### src/verilog/aisel_pkg.sv
package aisel_pkg;

	// Register map
	localparam logic [7:0] ADDR_ANALOG_INPUT_SELECT_CTRL = 8'h02;
	localparam logic [7:0] RESET_ANALOG_INPUT_SELECT_CTRL = 8'h00;
	localparam logic [7:0] READ_UNMAPPED = 8'h00;

	// Field positions inside the control register
	localparam int MODE_LSB = 0;
	localparam int MODE_MSB = 5;
	localparam int FUNC_LSB = 6;
	localparam int FUNC_MSB = 7;

	// Front end function select codes
	localparam logic [1:0] FUNC_BYPASS_A = 2'h0;
	localparam logic [1:0] FUNC_BYPASS_B = 2'h1;
	localparam logic [1:0] FUNC_AMP_ONLY = 2'h2;
	localparam logic [1:0] FUNC_AMP_AAF  = 2'h3;

	// Composite codes
	localparam logic [5:0] MODE_CVBS_1_3 = 6'h0E;
	localparam logic [5:0] MODE_CVBS_1_4 = 6'h0F;
	localparam logic [5:0] MODE_CVBS_3_1 = 6'h10;
	localparam logic [5:0] MODE_CVBS_3_2 = 6'h11;
	localparam logic [5:0] MODE_CVBS_4_1 = 6'h12;
	localparam logic [5:0] MODE_CVBS_4_2 = 6'h13;
	localparam logic [5:0] MODE_CVBS_4_3 = 6'h14;
	localparam logic [5:0] MODE_CVBS_4_4 = 6'h15;
	localparam logic [5:0] MODE_CVBS_3_3 = 6'h1E;
	localparam logic [5:0] MODE_CVBS_3_4 = 6'h1F;

	// Luma/chroma codes
	localparam logic [5:0] MODE_YC_PROG_1  = 6'h16;
	localparam logic [5:0] MODE_YC_PROG_2  = 6'h17;
	localparam logic [5:0] MODE_YC_TRACK_1 = 6'h18;
	localparam logic [5:0] MODE_YC_TRACK_2 = 6'h19;
	localparam logic [5:0] MODE_YC_PROG_3  = 6'h1A;
	localparam logic [5:0] MODE_YC_PROG_4  = 6'h1B;
	localparam logic [5:0] MODE_YC_TRACK_3 = 6'h1C;
	localparam logic [5:0] MODE_YC_TRACK_4 = 6'h1D;

	// Component colour-difference and sync-on-RGB codes
	localparam logic [5:0] MODE_YPBPR_1 = 6'h20;
	localparam logic [5:0] MODE_YPBPR_2 = 6'h21;
	localparam logic [5:0] MODE_YPBPR_3 = 6'h2E;
	localparam logic [5:0] MODE_YPBPR_4 = 6'h2F;
	localparam logic [5:0] MODE_RGB_1   = 6'h30;
	localparam logic [5:0] MODE_RGB_2   = 6'h31;
	localparam logic [5:0] MODE_RGB_3   = 6'h3E;
	localparam logic [5:0] MODE_RGB_4   = 6'h3F;

	// Converter channel masks and input columns
	localparam logic [3:0] CH_1    = 4'h1;
	localparam logic [3:0] CH_3    = 4'h4;
	localparam logic [3:0] CH_4    = 4'h8;
	localparam logic [3:0] CH_3_4  = 4'hC;
	localparam logic [3:0] CH_ALL  = 4'hF;
	localparam logic [3:0] CH_NONE = 4'h0;
	localparam logic [1:0] COL_1 = 2'h0;
	localparam logic [1:0] COL_2 = 2'h1;
	localparam logic [1:0] COL_3 = 2'h2;
	localparam logic [1:0] COL_4 = 2'h3;

	typedef enum {
		CLASS_NONE,
		CLASS_CVBS,
		CLASS_YC,
		CLASS_YPBPR,
		CLASS_RGB
	} mode_class_t;

	// Decoded input configuration
	typedef struct packed {
		logic [3:0] channel_on;
		logic [1:0] column;
		logic [3:0] agc_on;
		logic       chroma_gain_prog;
		logic       chroma_gain_track;
		logic       reserved_code;
		logic       unsupported_code;
	} route_t;

	// Front end controls
	typedef struct packed {
		logic amp_enable;
		logic aaf_enable;
	} front_end_t;

endpackage : aisel_pkg

### src/verilog/analog_input_mode_decoder.sv
// Summary of operation
// RQ1: Mode field is bits 5..0 of control register at subaddress 02h; decode it.
// RQ2: Code 0E routes composite from input 1-3 on channel one with AGC.
// RQ3: Code 0F routes composite from input 1-4 with AGC.
// RQ4: Codes 10 and 11 take composite with AGC from inputs 3-1, 3-2.
// RQ5: Codes 12 to 15 take composite with AGC from inputs 4-1 to 4-4.
// RQ6: Codes 1E and 1F take composite with AGC from inputs 3-3, 3-4.
// RQ7: Codes 16, 17: luma 3-1/3-2 with AGC, chroma 4-1/4-2 programmable gain.
// RQ8: Codes 18, 19: luma 3-1/3-2, chroma 4-1/4-2 gain tracking luma gain.
// RQ9: Codes 1A, 1B: luma 3-3/3-4 with AGC, chroma 4-3/4-4 programmable gain.
// RQ10: Codes 1C, 1D: luma 3-3/3-4, chroma 4-3/4-4 tracking luma gain.
// RQ11: Code 20: colour-difference input on column 1, AGC on sync channel only.
// RQ12: Code 21: colour-difference input on column 2, AGC on sync channel only.
// RQ13: Code 2E: colour-difference input on column 3, AGC on sync channel only.
// RQ14: Codes 30, 31: sync-on-RGB on column 1 or 2, sync channel AGC.
// RQ15: Codes 3E, 3F: sync-on-RGB on column 3 or 4, sync channel AGC.
// RQ16: Host avoids reserved codes 22-2D and 32-3D; no input configuration then.
// RQ17: Colour-difference input on column 4 decodes from code 2F.
// RQ18: Bits 7..6: 00/01 bypass amp and filter, 10 amp only, 11 both.
// RQ19: Host should set luma bypass to one in luma/chroma modes.
`timescale 1ns/1ns

module analog_input_mode_decoder (
	// Clock and reset
	input  wire logic                  sys_clk,
	input  wire logic                  rst_b,
	// Register port
	input  wire logic [7:0]            reg_addr,
	input  wire logic [7:0]            reg_wdata,
	input  wire logic                  reg_wr,
	output logic      [7:0]            reg_rdata,
	// Decoded input configuration
	output aisel_pkg::route_t          route,
	output aisel_pkg::mode_class_t     mode_class,
	output logic      [15:0]           analog_in_enable,
	// Front end controls
	output aisel_pkg::front_end_t      front_end
);

	logic                   [7:0] analog_input_select_ctrl;
	logic                   [5:0] mode_field;
	logic                   [1:0] front_end_function_select;
	aisel_pkg::route_t            next_route;
	aisel_pkg::mode_class_t       next_mode_class;
	aisel_pkg::front_end_t        next_front_end;
	logic                   [15:0] next_analog_in_enable;

	// Control register, written at its subaddress only
	always_ff @(posedge sys_clk or negedge rst_b) begin
		if (!rst_b) begin
			analog_input_select_ctrl <=
				aisel_pkg::RESET_ANALOG_INPUT_SELECT_CTRL;
		end else if (reg_wr &&
			reg_addr == aisel_pkg::ADDR_ANALOG_INPUT_SELECT_CTRL) begin
			analog_input_select_ctrl <= reg_wdata; // RQ1
		end
	end

	// Read back, registered; other subaddresses answer zero
	always_ff @(posedge sys_clk or negedge rst_b) begin
		if (!rst_b) begin
			reg_rdata <= aisel_pkg::READ_UNMAPPED;
		end else if (reg_addr ==
			aisel_pkg::ADDR_ANALOG_INPUT_SELECT_CTRL) begin
			reg_rdata <= analog_input_select_ctrl;
		end else begin
			reg_rdata <= aisel_pkg::READ_UNMAPPED;
		end
	end

	// Field split
	assign mode_field = analog_input_select_ctrl[aisel_pkg::MODE_MSB:
		aisel_pkg::MODE_LSB]; // RQ1
	assign front_end_function_select =
		analog_input_select_ctrl[aisel_pkg::FUNC_MSB:aisel_pkg::FUNC_LSB];

	// Front end decode; both low codes bypass
	always_comb begin
		next_front_end.amp_enable = 1'b0;
		next_front_end.aaf_enable = 1'b0;
		case (front_end_function_select)
			aisel_pkg::FUNC_AMP_ONLY: begin
				next_front_end.amp_enable = 1'b1; // RQ18
			end
			aisel_pkg::FUNC_AMP_AAF: begin
				next_front_end.amp_enable = 1'b1; // RQ18
				next_front_end.aaf_enable = 1'b1; // RQ18
			end
			default: begin
				next_front_end.amp_enable = 1'b0; // RQ18
				next_front_end.aaf_enable = 1'b0;
			end
		endcase
	end

	// Mode decode; codes 00-0D are not decoded, only flagged as unsupported here
	always_comb begin
		next_route = '0;
		next_mode_class = aisel_pkg::CLASS_NONE;
		case (mode_field)
			aisel_pkg::MODE_CVBS_1_3: begin
				next_route.channel_on = aisel_pkg::CH_1; // RQ2
				next_route.column = aisel_pkg::COL_3;
				next_route.agc_on = aisel_pkg::CH_1;
				next_mode_class = aisel_pkg::CLASS_CVBS;
			end
			aisel_pkg::MODE_CVBS_1_4: begin
				next_route.channel_on = aisel_pkg::CH_1; // RQ3
				next_route.column = aisel_pkg::COL_4;
				next_route.agc_on = aisel_pkg::CH_1;
				next_mode_class = aisel_pkg::CLASS_CVBS;
			end
			aisel_pkg::MODE_CVBS_3_1,
			aisel_pkg::MODE_CVBS_3_2: begin
				next_route.channel_on = aisel_pkg::CH_3; // RQ4
				next_route.column = mode_field[1:0];
				next_route.agc_on = aisel_pkg::CH_3;
				next_mode_class = aisel_pkg::CLASS_CVBS;
			end
			aisel_pkg::MODE_CVBS_4_1,
			aisel_pkg::MODE_CVBS_4_2,
			aisel_pkg::MODE_CVBS_4_3,
			aisel_pkg::MODE_CVBS_4_4: begin
				// Codes 12..15 step through columns 1..4
				next_route.channel_on = aisel_pkg::CH_4; // RQ5
				next_route.column = 2'(mode_field[1:0] - 2'h2);
				next_route.agc_on = aisel_pkg::CH_4;
				next_mode_class = aisel_pkg::CLASS_CVBS;
			end
			aisel_pkg::MODE_CVBS_3_3,
			aisel_pkg::MODE_CVBS_3_4: begin
				next_route.channel_on = aisel_pkg::CH_3; // RQ6
				next_route.column = mode_field[0] ? aisel_pkg::COL_4 :
					aisel_pkg::COL_3;
				next_route.agc_on = aisel_pkg::CH_3;
				next_mode_class = aisel_pkg::CLASS_CVBS;
			end
			aisel_pkg::MODE_YC_PROG_1,
			aisel_pkg::MODE_YC_PROG_2: begin
				next_route.channel_on = aisel_pkg::CH_3_4; // RQ7
				next_route.column = mode_field[0] ? aisel_pkg::COL_2 :
					aisel_pkg::COL_1;
				next_route.agc_on = aisel_pkg::CH_3;
				next_route.chroma_gain_prog = 1'b1; // RQ7
				next_mode_class = aisel_pkg::CLASS_YC;
			end
			aisel_pkg::MODE_YC_TRACK_1,
			aisel_pkg::MODE_YC_TRACK_2: begin
				next_route.channel_on = aisel_pkg::CH_3_4; // RQ8
				next_route.column = mode_field[0] ? aisel_pkg::COL_2 :
					aisel_pkg::COL_1;
				next_route.agc_on = aisel_pkg::CH_3;
				next_route.chroma_gain_track = 1'b1; // RQ8
				next_mode_class = aisel_pkg::CLASS_YC;
			end
			aisel_pkg::MODE_YC_PROG_3,
			aisel_pkg::MODE_YC_PROG_4: begin
				next_route.channel_on = aisel_pkg::CH_3_4; // RQ9
				next_route.column = mode_field[0] ? aisel_pkg::COL_4 :
					aisel_pkg::COL_3;
				next_route.agc_on = aisel_pkg::CH_3;
				next_route.chroma_gain_prog = 1'b1; // RQ9
				next_mode_class = aisel_pkg::CLASS_YC;
			end
			aisel_pkg::MODE_YC_TRACK_3,
			aisel_pkg::MODE_YC_TRACK_4: begin
				next_route.channel_on = aisel_pkg::CH_3_4; // RQ10
				next_route.column = mode_field[0] ? aisel_pkg::COL_4 :
					aisel_pkg::COL_3;
				next_route.agc_on = aisel_pkg::CH_3;
				next_route.chroma_gain_track = 1'b1; // RQ10
				next_mode_class = aisel_pkg::CLASS_YC;
			end
			aisel_pkg::MODE_YPBPR_1: begin
				next_route.channel_on = aisel_pkg::CH_ALL; // RQ11
				next_route.column = aisel_pkg::COL_1;
				next_route.agc_on = aisel_pkg::CH_1; // RQ11
				next_mode_class = aisel_pkg::CLASS_YPBPR;
			end
			aisel_pkg::MODE_YPBPR_2: begin
				next_route.channel_on = aisel_pkg::CH_ALL; // RQ12
				next_route.column = aisel_pkg::COL_2;
				next_route.agc_on = aisel_pkg::CH_1; // RQ12
				next_mode_class = aisel_pkg::CLASS_YPBPR;
			end
			aisel_pkg::MODE_YPBPR_3: begin
				next_route.channel_on = aisel_pkg::CH_ALL; // RQ13
				next_route.column = aisel_pkg::COL_3;
				next_route.agc_on = aisel_pkg::CH_1; // RQ13
				next_mode_class = aisel_pkg::CLASS_YPBPR;
			end
			aisel_pkg::MODE_YPBPR_4: begin
				next_route.channel_on = aisel_pkg::CH_ALL; // RQ17
				next_route.column = aisel_pkg::COL_4;
				next_route.agc_on = aisel_pkg::CH_1; // RQ17
				next_mode_class = aisel_pkg::CLASS_YPBPR;
			end
			aisel_pkg::MODE_RGB_1,
			aisel_pkg::MODE_RGB_2: begin
				next_route.channel_on = aisel_pkg::CH_ALL; // RQ14
				next_route.column = mode_field[0] ? aisel_pkg::COL_2 :
					aisel_pkg::COL_1;
				next_route.agc_on = aisel_pkg::CH_1; // RQ14
				next_mode_class = aisel_pkg::CLASS_RGB;
			end
			aisel_pkg::MODE_RGB_3,
			aisel_pkg::MODE_RGB_4: begin
				next_route.channel_on = aisel_pkg::CH_ALL; // RQ15
				next_route.column = mode_field[0] ? aisel_pkg::COL_4 :
					aisel_pkg::COL_3;
				next_route.agc_on = aisel_pkg::CH_1; // RQ15
				next_mode_class = aisel_pkg::CLASS_RGB;
			end
			default: begin
				// Reserved upper codes connect nothing, so no pin is loaded
				next_route.channel_on = aisel_pkg::CH_NONE; // RQ16
				if (mode_field[5]) begin
					next_route.reserved_code = 1'b1; // RQ16
				end else begin
					next_route.unsupported_code = 1'b1;
				end
			end
		endcase
	end

	// Pin enables: channel k may only reach pins of its own row
	genvar ch;
	generate
		for (ch = 0; ch < 4; ch++) begin : g_pin
			// Constant slice per row, so no two blocks share a driver
			assign next_analog_in_enable[ch*4 +: 4] =
				next_route.channel_on[ch] ?
				(4'h1 << next_route.column) : 4'h0;
		end
	endgenerate

	// Decoded outputs held in flops to keep switch controls glitch free
	always_ff @(posedge sys_clk or negedge rst_b) begin
		if (!rst_b) begin
			route <= '0;
			mode_class <= aisel_pkg::CLASS_NONE;
			analog_in_enable <= 16'h0000;
		end else begin
			route <= next_route;
			mode_class <= next_mode_class;
			analog_in_enable <= next_analog_in_enable;
		end
	end

	// Front end flops
	always_ff @(posedge sys_clk or negedge rst_b) begin
		if (!rst_b) begin
			front_end <= '0;
		end else begin
			front_end <= next_front_end;
		end
	end

endmodule : analog_input_mode_decoder

### config.mk
export PLATFORM = sky130hd
export DESIGN_NAME = analog_input_mode_decoder
export DESIGN_NICKNAME = d
export VERILOG_FILES = /design/src/verilog/aisel_pkg.sv /design/src/verilog/analog_input_mode_decoder.sv
export SDC_FILE = /design/constraint.sdc
export NUM_CORES = 1
export LEC_CHECK = 0
export ABC_AREA = 0
export BUFFER_PORTS_ARGS = -buffer_cell sky130_fd_sc_hd__buf_4
export CORE_ASPECT_RATIO = 1.2
export CORE_MARGIN = 4
export CORE_UTILIZATION = 25
export CTS_BUF_LIST = sky130_fd_sc_hd__clkbuf_4 sky130_fd_sc_hd__clkbuf_8
export DETAILED_ROUTE_END_ITERATION = 6
export PLACE_DENSITY_LB_ADDON = 0.08
export SKIP_LAST_GASP = 1
export SYNTH_ARGS = -nofsm -noshare
export SYNTH_HDL_FRONTEND = slang
export SYNTH_SLANG_ARGS = --single-unit
### constraint.sdc
create_clock -name sys_clk -period 2.9 [get_ports sys_clk]
set_input_delay 0.29 -clock sys_clk [delete_from_list [all_inputs] [get_ports sys_clk]]
set_output_delay 0.29 -clock sys_clk [all_outputs]
set_load 0.05 [all_outputs]
== Word level (Yosys, flattened, before mapping) ==
Index checks and enable logic that the tools add are counted.

* Add/subtract/negate cells: 1
* $mul: 0
* Div/mod/pow operators: 0
* Order comparisons: 0
* Eq/ne operators: 29
* Shifts and indexed selects: 1
* Mux-type cells: 17
* Bitwise logic cells: 0
* Reductions and logical operators: 20

{| class="wikitable"
|+ Operator list
! operator !! count
|-
| == test 6 x 5 -> 1 bit, second input constant || 16
|-
| case mux 6 bit (10 select lines) || 1
|-
| == test 6 bit, second input constant || 8
|-
| OR reduction 4 bit || 7
|-
| OR reduction 26 bit || 1
|-
| case mux 4 bit (5 select lines) || 1
|-
| 2-to-1 mux 4 bit || 4
|-
| OR reduction 8 bit || 2
|-
| OR reduction 2 bit || 7
|-
| == test 6 x 4 -> 1 bit, second input constant || 2
|-
| case mux 3 bit (4 select lines) || 1
|-
| OR reduction 10 bit || 1
|-
| == test 8 x 2 -> 1 bit, second input constant || 1
|-
| 2-to-1 mux 1 bit || 8
|-
| 2-to-1 mux 8 bit || 1
|-
| OR reduction 6 bit || 1
|-
| == test 2 bit, second input constant || 2
|-
| << shifter 1 x 2 -> 4 bit, first input constant || 1
|-
| 2-to-1 mux 2 bit || 1
|-
| subtractor 2 bit, second input constant || 1
|-
| logical AND 1 bit || 1
|}

* Register bits after elaboration: 80
* Bits in latches: 0
* Bits in writable memories: 0
* Memory bits (read-only): 0
* Bits of input ports: 19
* Memories: 0

== Logic depth before layout (Yosys ltp) ==
Gate-level depths: netlist (run 1).

* Depth in word-level cells: 5
* Mapped depth: 5
* Depth with buffers taken out: 3

== Worst setup path after synthesis (run 1) ==
OpenSTA, ideal clock, no wires.

* Path type: reg2reg
* Start: register analog_input_select_ctrl[2]
* End: register route[12] in the netlist's numbering
* Setup time: 119 ps
* Arrival: 1,143 ps
* Path slack: 1,638 ps
* Stages on the path, launching flop included: 5
* Buffers on the path: 1
* Path through: dfrtp_1 -> and3_1 -> clkbuf_2 -> o21ai_2 -> a21bo_2

{| class="wikitable"
|+ RTL lines
! item !! line !! text
|-
| start, declared || analog_input_mode_decoder.sv:40 || <nowiki>logic [7:0] analog_input_select_ctrl;</nowiki>
|-
| start signal, assigned || analog_input_mode_decoder.sv:51 || <nowiki>analog_input_select_ctrl <=</nowiki>
|-
| start signal, assigned || analog_input_mode_decoder.sv:55 || <nowiki>analog_input_select_ctrl <= reg_wdata;</nowiki>
|-
| end signal, assigned || analog_input_mode_decoder.sv:244 || <nowiki>route <= next_route;</nowiki>
|-
| end, declared || analog_input_mode_decoder.sv:33 || <nowiki>output aisel_pkg::route_t route,</nowiki>
|}

==> metrics list, run 1 <==
- The run finished with clean final reports.
* Peak fanout along the critical path: 15
- Biggest area consumer among synthesized cells: dfrtp_1
- Die footprint: 9830 um2
- Clock Power Share: 0.302
* Post-synthesis sequential area ratio: 0.603
- Startpoint Class: flop
- Number of antenna violations at the first check in global routing: 0
- The setup path with the least slack is of type flop to flop.
- Mean instance size in the synthesized netlist: 11.9 um2
- Crit. End Element: flop
- Mean number of vias per cell: 3.97
* Postcts setup bufs: 0
* Hold/Removal Path Class: primary input to asynchronous set/reset pin
- In the final design database the tool counted 250 nets.
- Worst Skew: 3.74 ps
* Number of ports placed on the die boundary: 91
* Synth top area share: 0.603
- Crit path arrival time: 1740 ps
* Number of endpoints failing setup at the final stage: 0
- Across the run, the number of max-cap violations was 0.
- Across all register-to-register paths, the minimum setup slack is 1350 ps.
* Vias in the first global route: 1352
- Diode count: 0
* Initial DRC count: 34
* Worst reg2reg path startpoint: analog_input_select_ctrl[3]$_DFFE_PN0P_
- PortBufs: 60
* Internal power: 0.965 mW
* Layout cell share with drive strength beyond 1: 0.358
- In this run the static leakage power is 1.38 nW.
- For the pin with the worst max-slew slack, the measured transition is 629 ps.
- Static timing analysis puts the maximum clock frequency at 645 MHz.
- The initialized floorplan defines 36 standard-cell rows.
- Detailed-route wire length: 4410 um
- Critical Path RT: 3080 ps
- Largest voltage drop on the vdd net: 0.000216 V
* Height of the die: 108 um
- Time the worst path needs with I/O delays and setup: 1550 ps
- The count of nets left with antenna violations once routing finished came out at 0.
- After synthesis the cells add up to 2070 um2.
- Of the total power, combinational logic draws 0.165.
- The cell count after synthesis came out at 174.
- Routability cong.: 0.681
* Post_cts resized: 0
* CTS Root Cell: clkbuf_8
- Fraction of power spent switching nets: 0.297
- Setup repair after global routing left no endpoint under its margin.
- After detailed routing, the number of remaining DRC violations is 0.
- The Yosys step of the flow raised 0 warnings.
* Number of sinks handled by clock tree synthesis: 50
* R2r endpoint: route[12]$_DFF_PN0_
* Starting density of the core: 0.256
* Synth Register Bits: 50
- Sum of negative setup slack: 0 ps
- The number of placed instances, taps included, is 319.
- The worst pin sits at a relative slew slack of 0.581.
- Area growth syn-to-layout: 24.4%
- Latest clock arrival within the worst-skew pair: 290 ps
- Clock-pin slew was measured on the worst setup and hold paths at 90 ps.
- Overall fraction of global-route tracks in use: 0.0903
- In this run the power density over the cells is 532 nW/um2.
* Number of buffers created by CTS: 5
- After clock tree synthesis, the flow added hold-fix buffers numbering 0.
- Sequential power share: 0.534
* DPL Wire Length: 3230 um
* First-pass iteration count of the detailed router: 2
- Across all layers, the routed design uses 1297 vias.
* Floorplan die width: 91.2 um
- Final hold slack: 9.31 ps
- Power dissipated by switching net loads: 0.407 mW
- Global routing finished with a remaining overflow of 0.
* First-pass GRT wire length: 6830 um
- The total count of max-transition violations in the final report is 0.
- Of the available clock period, the critical path in the final layout requires 0.535.
- Top cells by area, synth: dfrtp_1 (60%), buf_4 (11%), mux2_2 (4.3%)
* Detail-routed net length per standard cell: 13.5 um
- Worst reg2reg path depth: 3
* Netlist cell types: 36
- Core area: 8110 um2
- The H-tree generated during clock tree synthesis spans 2 levels.
* Hold violation count in the final report: 0
* Final Non-Filler Cells: 327
* Clock tree from TritonCTS: yes
- The clock passes through at most 2 buffers.
- Largest net degree at the start of global routing: 51
[synth_stat cells, drive strengths merged]
cell,number
and3b,1
nand4,1
nand3,1
inv,2
o31ai,1
o32ai,1
mux2,8
nor3,4
xor2,1
and3,4
or2,1
nor4,1
nor3b,4
clkbuf,4
a21oi,11
o22ai,1
and2,10
a21o,1
dfrtp,50
o21ai,5
nand2,6
nor2,10
conb,1
nor2b,4
buf,35
clkinv,1
nand2b,1
o211ai,1
nand3b,1
a31oi,1
a21bo,1
[placed cells by master, fill, tap and decap left out, types with 2 or more instances in the layout]
cell type  Yosys  layout
o21ai_0        4       4
nor3_1         3       3
a21oi_1       11      11
nand2_1        6       6
mux2_2         8       8
nor2_1        10      10
and2_1        10      10
nor2b_1        4       4
nor3b_1        4       4
conb_1         1      30
clkbuf_8       0       6
dfrtp_1       50      50
inv_1          2       2
and3_1         3       3
buf_4         30      60
[through the flow]
step | power, mW | util | worst slack [ps] | instance area [um2]
global route | 1.44 | 0.318 | 1160 | 2580
global placement | 0.975 | 0.307 | 1340 | 2490
finish | 1.37 | 0.318 | 1350 | 2580
floorplan | 0.941 | - | 1640 | 2180
CTS | 1.40 | 0.318 | 1330 | 2580
detailed placement | 0.976 | 0.307 | 1350 | 2490
[critical path: stages, from the launching register on]
cell	delay (ps)
dfrtp_1	560
and3_1	340
o21ai_2	280
a21bo_2	260
[cell families (layout without fill, tap and decap cells)]
| kind of cell | Yosys count | in the layout | share of synthesized area |
|---|---|---|---|
| buffers and inverters | 42 | 71 | 0.134 |
| DFF | 50 | 50 | 0.603 |
| and+or+nand+nor | 49 | 49 | 0.147 |
| xor gates and xnor gates | 1 | 1 | 0.00422 |
| muxes | 8 | 8 | 0.0434 |
| AOI/OAI and AO/OA | 23 | 23 | 0.0664 |
| other | 1 | 30 | 0.00181 |
[metal layers]
layer / GRT usage / part of all wire / vias up
met3: 0.0294 / 0.077 / 4
met4: 0.0420 / 0.019 / 0
met1: 0.106 / 0.41 / 608
li1: - / - / 625
met5: 0 / 0 / -
met2: 0.149 / 0.49 / 60
[final cells by class]
class	instances	area, um2
Fill cell	850	5530
Timing Repair Buffer	60	450
Tap cell	95	119
Inverter	3	11.3
Multi-Input combinational cell	111	654
Clock buffer	7	90.1
Sequential cell	50	1250
Clock inverter	1	5.00
[how the worst max path moves through the flow]
stage	startpoint	to	slack, ps	cells after the start
2_1_floorplan	analog_input_select_ctrl[2]$_DFFE_PN0P_	route[12]$_DFF_PN0_	1640	4
3_3_place_gp	analog_input_select_ctrl[3]$_DFFE_PN0P_	route[12]$_DFF_PN0_	1340	3
3_5_place_dp	analog_input_select_ctrl[1]$_DFFE_PN0P_	route[8]$_DFF_PN0_	1350	3
4_1_cts	analog_input_select_ctrl[1]$_DFFE_PN0P_	route[8]$_DFF_PN0_	1330	3
5_1_grt	analog_input_select_ctrl[1]$_DFFE_PN0P_	route[8]$_DFF_PN0_	1160	3
6_report	analog_input_select_ctrl[3]$_DFFE_PN0P_	route[12]$_DFF_PN0_	1350	3
[power by group through the flow]
stage               Clock [mW]  Sequential [mW]  Combinational, mW
floorplan                    0            0.782              0.159
global placement             0            0.747              0.229
detailed placement           0            0.747              0.229
CTS                      0.443            0.733              0.229
global route             0.461            0.736              0.240
finish                   0.414            0.732              0.226
[flip-flops by register name, indices dropped and copies added, names as in the netlist]
name	cells
mode_class	3
analog_input_select_ctrl	8
front_end	2
route	13
reg_rdata	8
analog_in_enable	16
Power figures use the tool's default switching activity.
==> run 2, diff against run 1 <==
Settings changed: ABC_AREA 0 to 1.
Clock period 2.9 ns to 1.4 ns, I/O delays scaled along.
==> metrics list, run 2 <==
- Run status: complete, no violations (unchanged)
- The worst hold path class was primary input to flop (was primary input to asynchronous set/reset pin).
- Top cells by area, synth: dfrtp_1 (59%), buf_4 (11%), nand2_1 (5.7%) (was dfrtp_1 (60%), buf_4 (11%), mux2_2 (4.3%)).
- Overall fraction of global-route tracks in use: 0.0904 (was 0.0903)
- The worst-case register-to-register setup slack is 120 ps (was 1350 ps).
* Register bank with the most flops: analog_in_enable (unchanged)
- The startpoint identified for the worst hold timing path is reg_wdata[4].
- The pin count of the biggest net entering global routing was 51 (unchanged).
* Met2 Use GR: 0.157 (was 0.149)
- Commonest non-fill, non-tap cells in the layout: buf_4 (67), dfrtp_1 (46), nand2_1 (31), nor2_1 (31), conb_1 (30) (was buf_4 (60), dfrtp_1 (50), conb_1 (30)).
* Detail-routed net length per standard cell: 11.4 um (was 13.5 um)
- Initial DRC count: 53 (was 34)
* Vias in the first global route: 1437 (was 1352)
- The kind of end point of the critical path is a flop (unchanged).
- The global route total overflow came to 0 (unchanged).
- The kind of start point of the critical path was a flop (unchanged).
- Instance count of the mapped netlist: 206 (was 174)
- First-pass iteration count of the detailed router: 3 (was 2)
- The CTS buffer count was 5 (unchanged).
- Detailed-route wire length: 4440 um (was 4410 um)
- Synth Register Bits: 50 (unchanged)
* Peak fanout along the critical path: 10 (was 15)
- Biggest area consumer among synthesized cells: dfrtp_1 (unchanged)
- Portion of the clock cycle consumed by the worst path in the final layout: 0.913 (was 0.535)
* Maximum buffer depth of the clock tree: 2 (unchanged)
- The die outline width was 91.8 um (was 91.2 um).
- The final layout net count was 295 (was 250).
- The fraction of met1 tracks used by global routing came to 0.0997 (was 0.106).
- Final WS setup: 121 ps (was 1350 ps)
- The clock skew is 6.40 ps (was 3.74 ps).
* Number of endpoints failing setup at the final stage: 0 (unchanged)
- The first-pass GRT wire length is 7010 um (was 6830 um).
- The netlist area before placement was 2110 um2 (was 2070 um2).
- The measured slew at the worst slew-check pin is 619 ps (was 629 ps).
- The count of vias placed by the detailed router is 1413 (was 1297).
- Routability cong.: 0.746 (was 0.681)
- R2r endpoint: analog_in_enable[2]$_DFF_PN0_ (was route[12]$_DFF_PN0_)
- CTS Root Cell: clkbuf_8 (unchanged)
- Non-Filler Cell Area, Final: 2730 um2 (was 2580 um2)
- The number of unique standard cell types used by synthesis was 25 (was 36).
- Total leakage power: 1.53 nW (was 1.38 nW)
- Most common library cell in the layout ignoring fill and taps: buf_4 (unchanged)
- The post-route DRC violation count is 0 (unchanged).
- YS warnings: 0 (unchanged)
* Top flip-flop cell by instance count after synthesis: dfrtp_1 (unchanged)
* Met3 global-route usage: 0.0348 (was 0.0294)
- Number of ports placed on the die boundary: 91 (unchanged)
- The area of the die is 9960 um2 (was 9830 um2).
* GRT busiest layer: met2 (unchanged)
- The fraction of synthesis flops using an asynchronous set or reset pin came to 1.00 (unchanged).
* Setup repair after global routing missed its margin: yes (was no)
* Worst slew margin relative to its limit: 0.587 (was 0.581)
* Placement-stage cell area: 2600 um2 (was 2490 um2)
- Post-route ant nets: 0 (unchanged)
- F_max: 782 MHz (was 645 MHz)
- The worst setup path startpoint is analog_input_select_ctrl[3]$_DFFE_PN0P_ (unchanged).
- The H-tree depth reported by CTS came to 2 (unchanged).
* Post-synthesis sequential area ratio: 0.594 (was 0.603)
* Number of sinks handled by clock tree synthesis: 50 (unchanged)
- Mean number of vias per cell: 3.61 (was 3.97)
- The height of the die came to 109 um (was 108 um).
- Latest clock arrival within the worst-skew pair: 300 ps (was 290 ps)
- The required time at the worst-slack endpoint came to 1630 ps (was 3080 ps).
- Hold violation count in the final report: 0 (unchanged)
- The number of antenna violations at the first check in global routing is 0 (unchanged).
- The number of flip-flops under the largest register name came to 16 (unchanged).
- Dominant cell by count in the synthesized netlist: dfrtp_1 (unchanged)
* Worst Hold Path EP: analog_input_select_ctrl[4]$_DFFE_PN0P_
* Worst reg2reg path startpoint: analog_input_select_ctrl[3]$_DFFE_PN0P_ (unchanged)
- Mean instance size in the synthesized netlist: 10.2 um2 (was 11.9 um2)
* Worst reg2reg path depth: 7 (was 3)
- Synth top area share: 0.594 (was 0.603)
* Core area: 8150 um2 (was 8110 um2)
- Total power per unit cell area: 1060 nW/um2 (was 532 nW/um2)
- The number of flops mapped to enable cells by yosys is 0 (unchanged).
- Crit path arrival time: 1510 ps (was 1740 ps)
* Most used standard cells in the synthesized netlist: dfrtp_1 (50), nand2_1 (32), nor2_1 (31), buf_4 (30), nand3_1 (18) (was dfrtp_1 (50), buf_4 (30), a21oi_1 (11), and2_1 (10), nor2_1 (10))
- Diode count: 0 (unchanged)
- Total of max-cap violations: 0 (unchanged)
* Largest voltage drop on the vdd net: 0.000445 V (was 0.000216 V)
- Number of slew-limit violations in the final report: 0 (unchanged)
* Area growth syn-to-layout: 29.5% (was 24.4%)
- The CTS tree is yes (unchanged).
- DPL Wire Length: 3450 um (was 3230 um)
- Along the worst hold path, the cell count comes to 3.
* PortBufs: 60 (unchanged)
- The number of cell rows came to 36 (unchanged).
- The fraction of final layout cells with drive strength greater than 1 was 0.354 (was 0.358).
- Top flop regs: analog_in_enable (16), route (13) (unchanged)
* Category of the most critical setup path: flop to flop (unchanged)
* Minimum setup slack after placement: 51.6 ps (was 1350 ps)
- The starting density of the core came to 0.258 (was 0.256).
* CTS clk-pin slew, worst paths: 100 ps (was 90 ps)
- The clock period minus final worst setup slack came to 1280 ps (was 1550 ps).
## run 2: worst max-delay path, stage by stage (launching register included)
cell and delay, ps:
dfrtp_2 480, nor2_4 170, nand2_2 100, nand2_4 110, nand2_8 90, nand2_2 80, inv_1 60, nor2_1 120
## run 2: worst max path at each step
stage | endpoint
final | analog_in_enable[2]$_DFF_PN0_
after global placement | analog_in_enable[12]$_DFF_PN0_
after floorplan | analog_in_enable[12]$_DFF_PN0_
after detailed placement | analog_in_enable[12]$_DFF_PN0_
after global routing | analog_in_enable[2]$_DFF_PN0_
after CTS | analog_in_enable[2]$_DFF_PN0_
## run 2: power breakdown
group / switching (mW) / internal, mW
sequential: 0.0267 / 1.48
combinational: 0.400 / 0.113
clock: 0.507 / 0.358
total: 0.934 / 1.95
## run 2: final cells by class
class / count / area, um2
multi-input cells: 130 / 642
fillers: 870 / 5430
clock inverters: 3 / 23.8
repair buffers: 68 / 513
clock buffers: 5 / 68.8
flip-flops and latches: 50 / 1260
inverters: 21 / 81.3
well taps: 114 / 143
## run 2: metrics by stage
step                       util  hold WS (ps)  cells  setup TNS [ps]  power (mW)
after floorplan               -          -156    235               0        1.97
after global placement    0.319           210    381               0        2.05
after detailed placement  0.319           204    381               0        2.05
after CTS                 0.331          58.0    390               0        2.92
after global routing      0.335          64.4    391           -28.3        3.02
final                     0.335          63.5    391               0        2.88
## run 2: logic make-up (layout without fill, tap and decap cells)
kind of cell,Yosys count,count (layout),synth area share
buffers and inverters,55,97,0.160
AOI/OAI and AO/OA,2,2,0.00475
other,1,30,0.00178
DFF,50,50,0.594
and+or+nand+nor,98,98,0.239
## run 2: metal layers
metal	share of wire	wire, um	vias to the layer above
met1	0.40	1780	641
met3	0.094	419	5
met4	0.017	74	0
li1	-	-	704
met5	0	0	-
met2	0.49	2170	63
## run 2: timing repair
action,CTS,global route
endpoints found under the hold margin,50,0
hold buffers,1,0
endpoints found under the setup margin,0,14
resized for setup,0,7
setup buffers,0,1
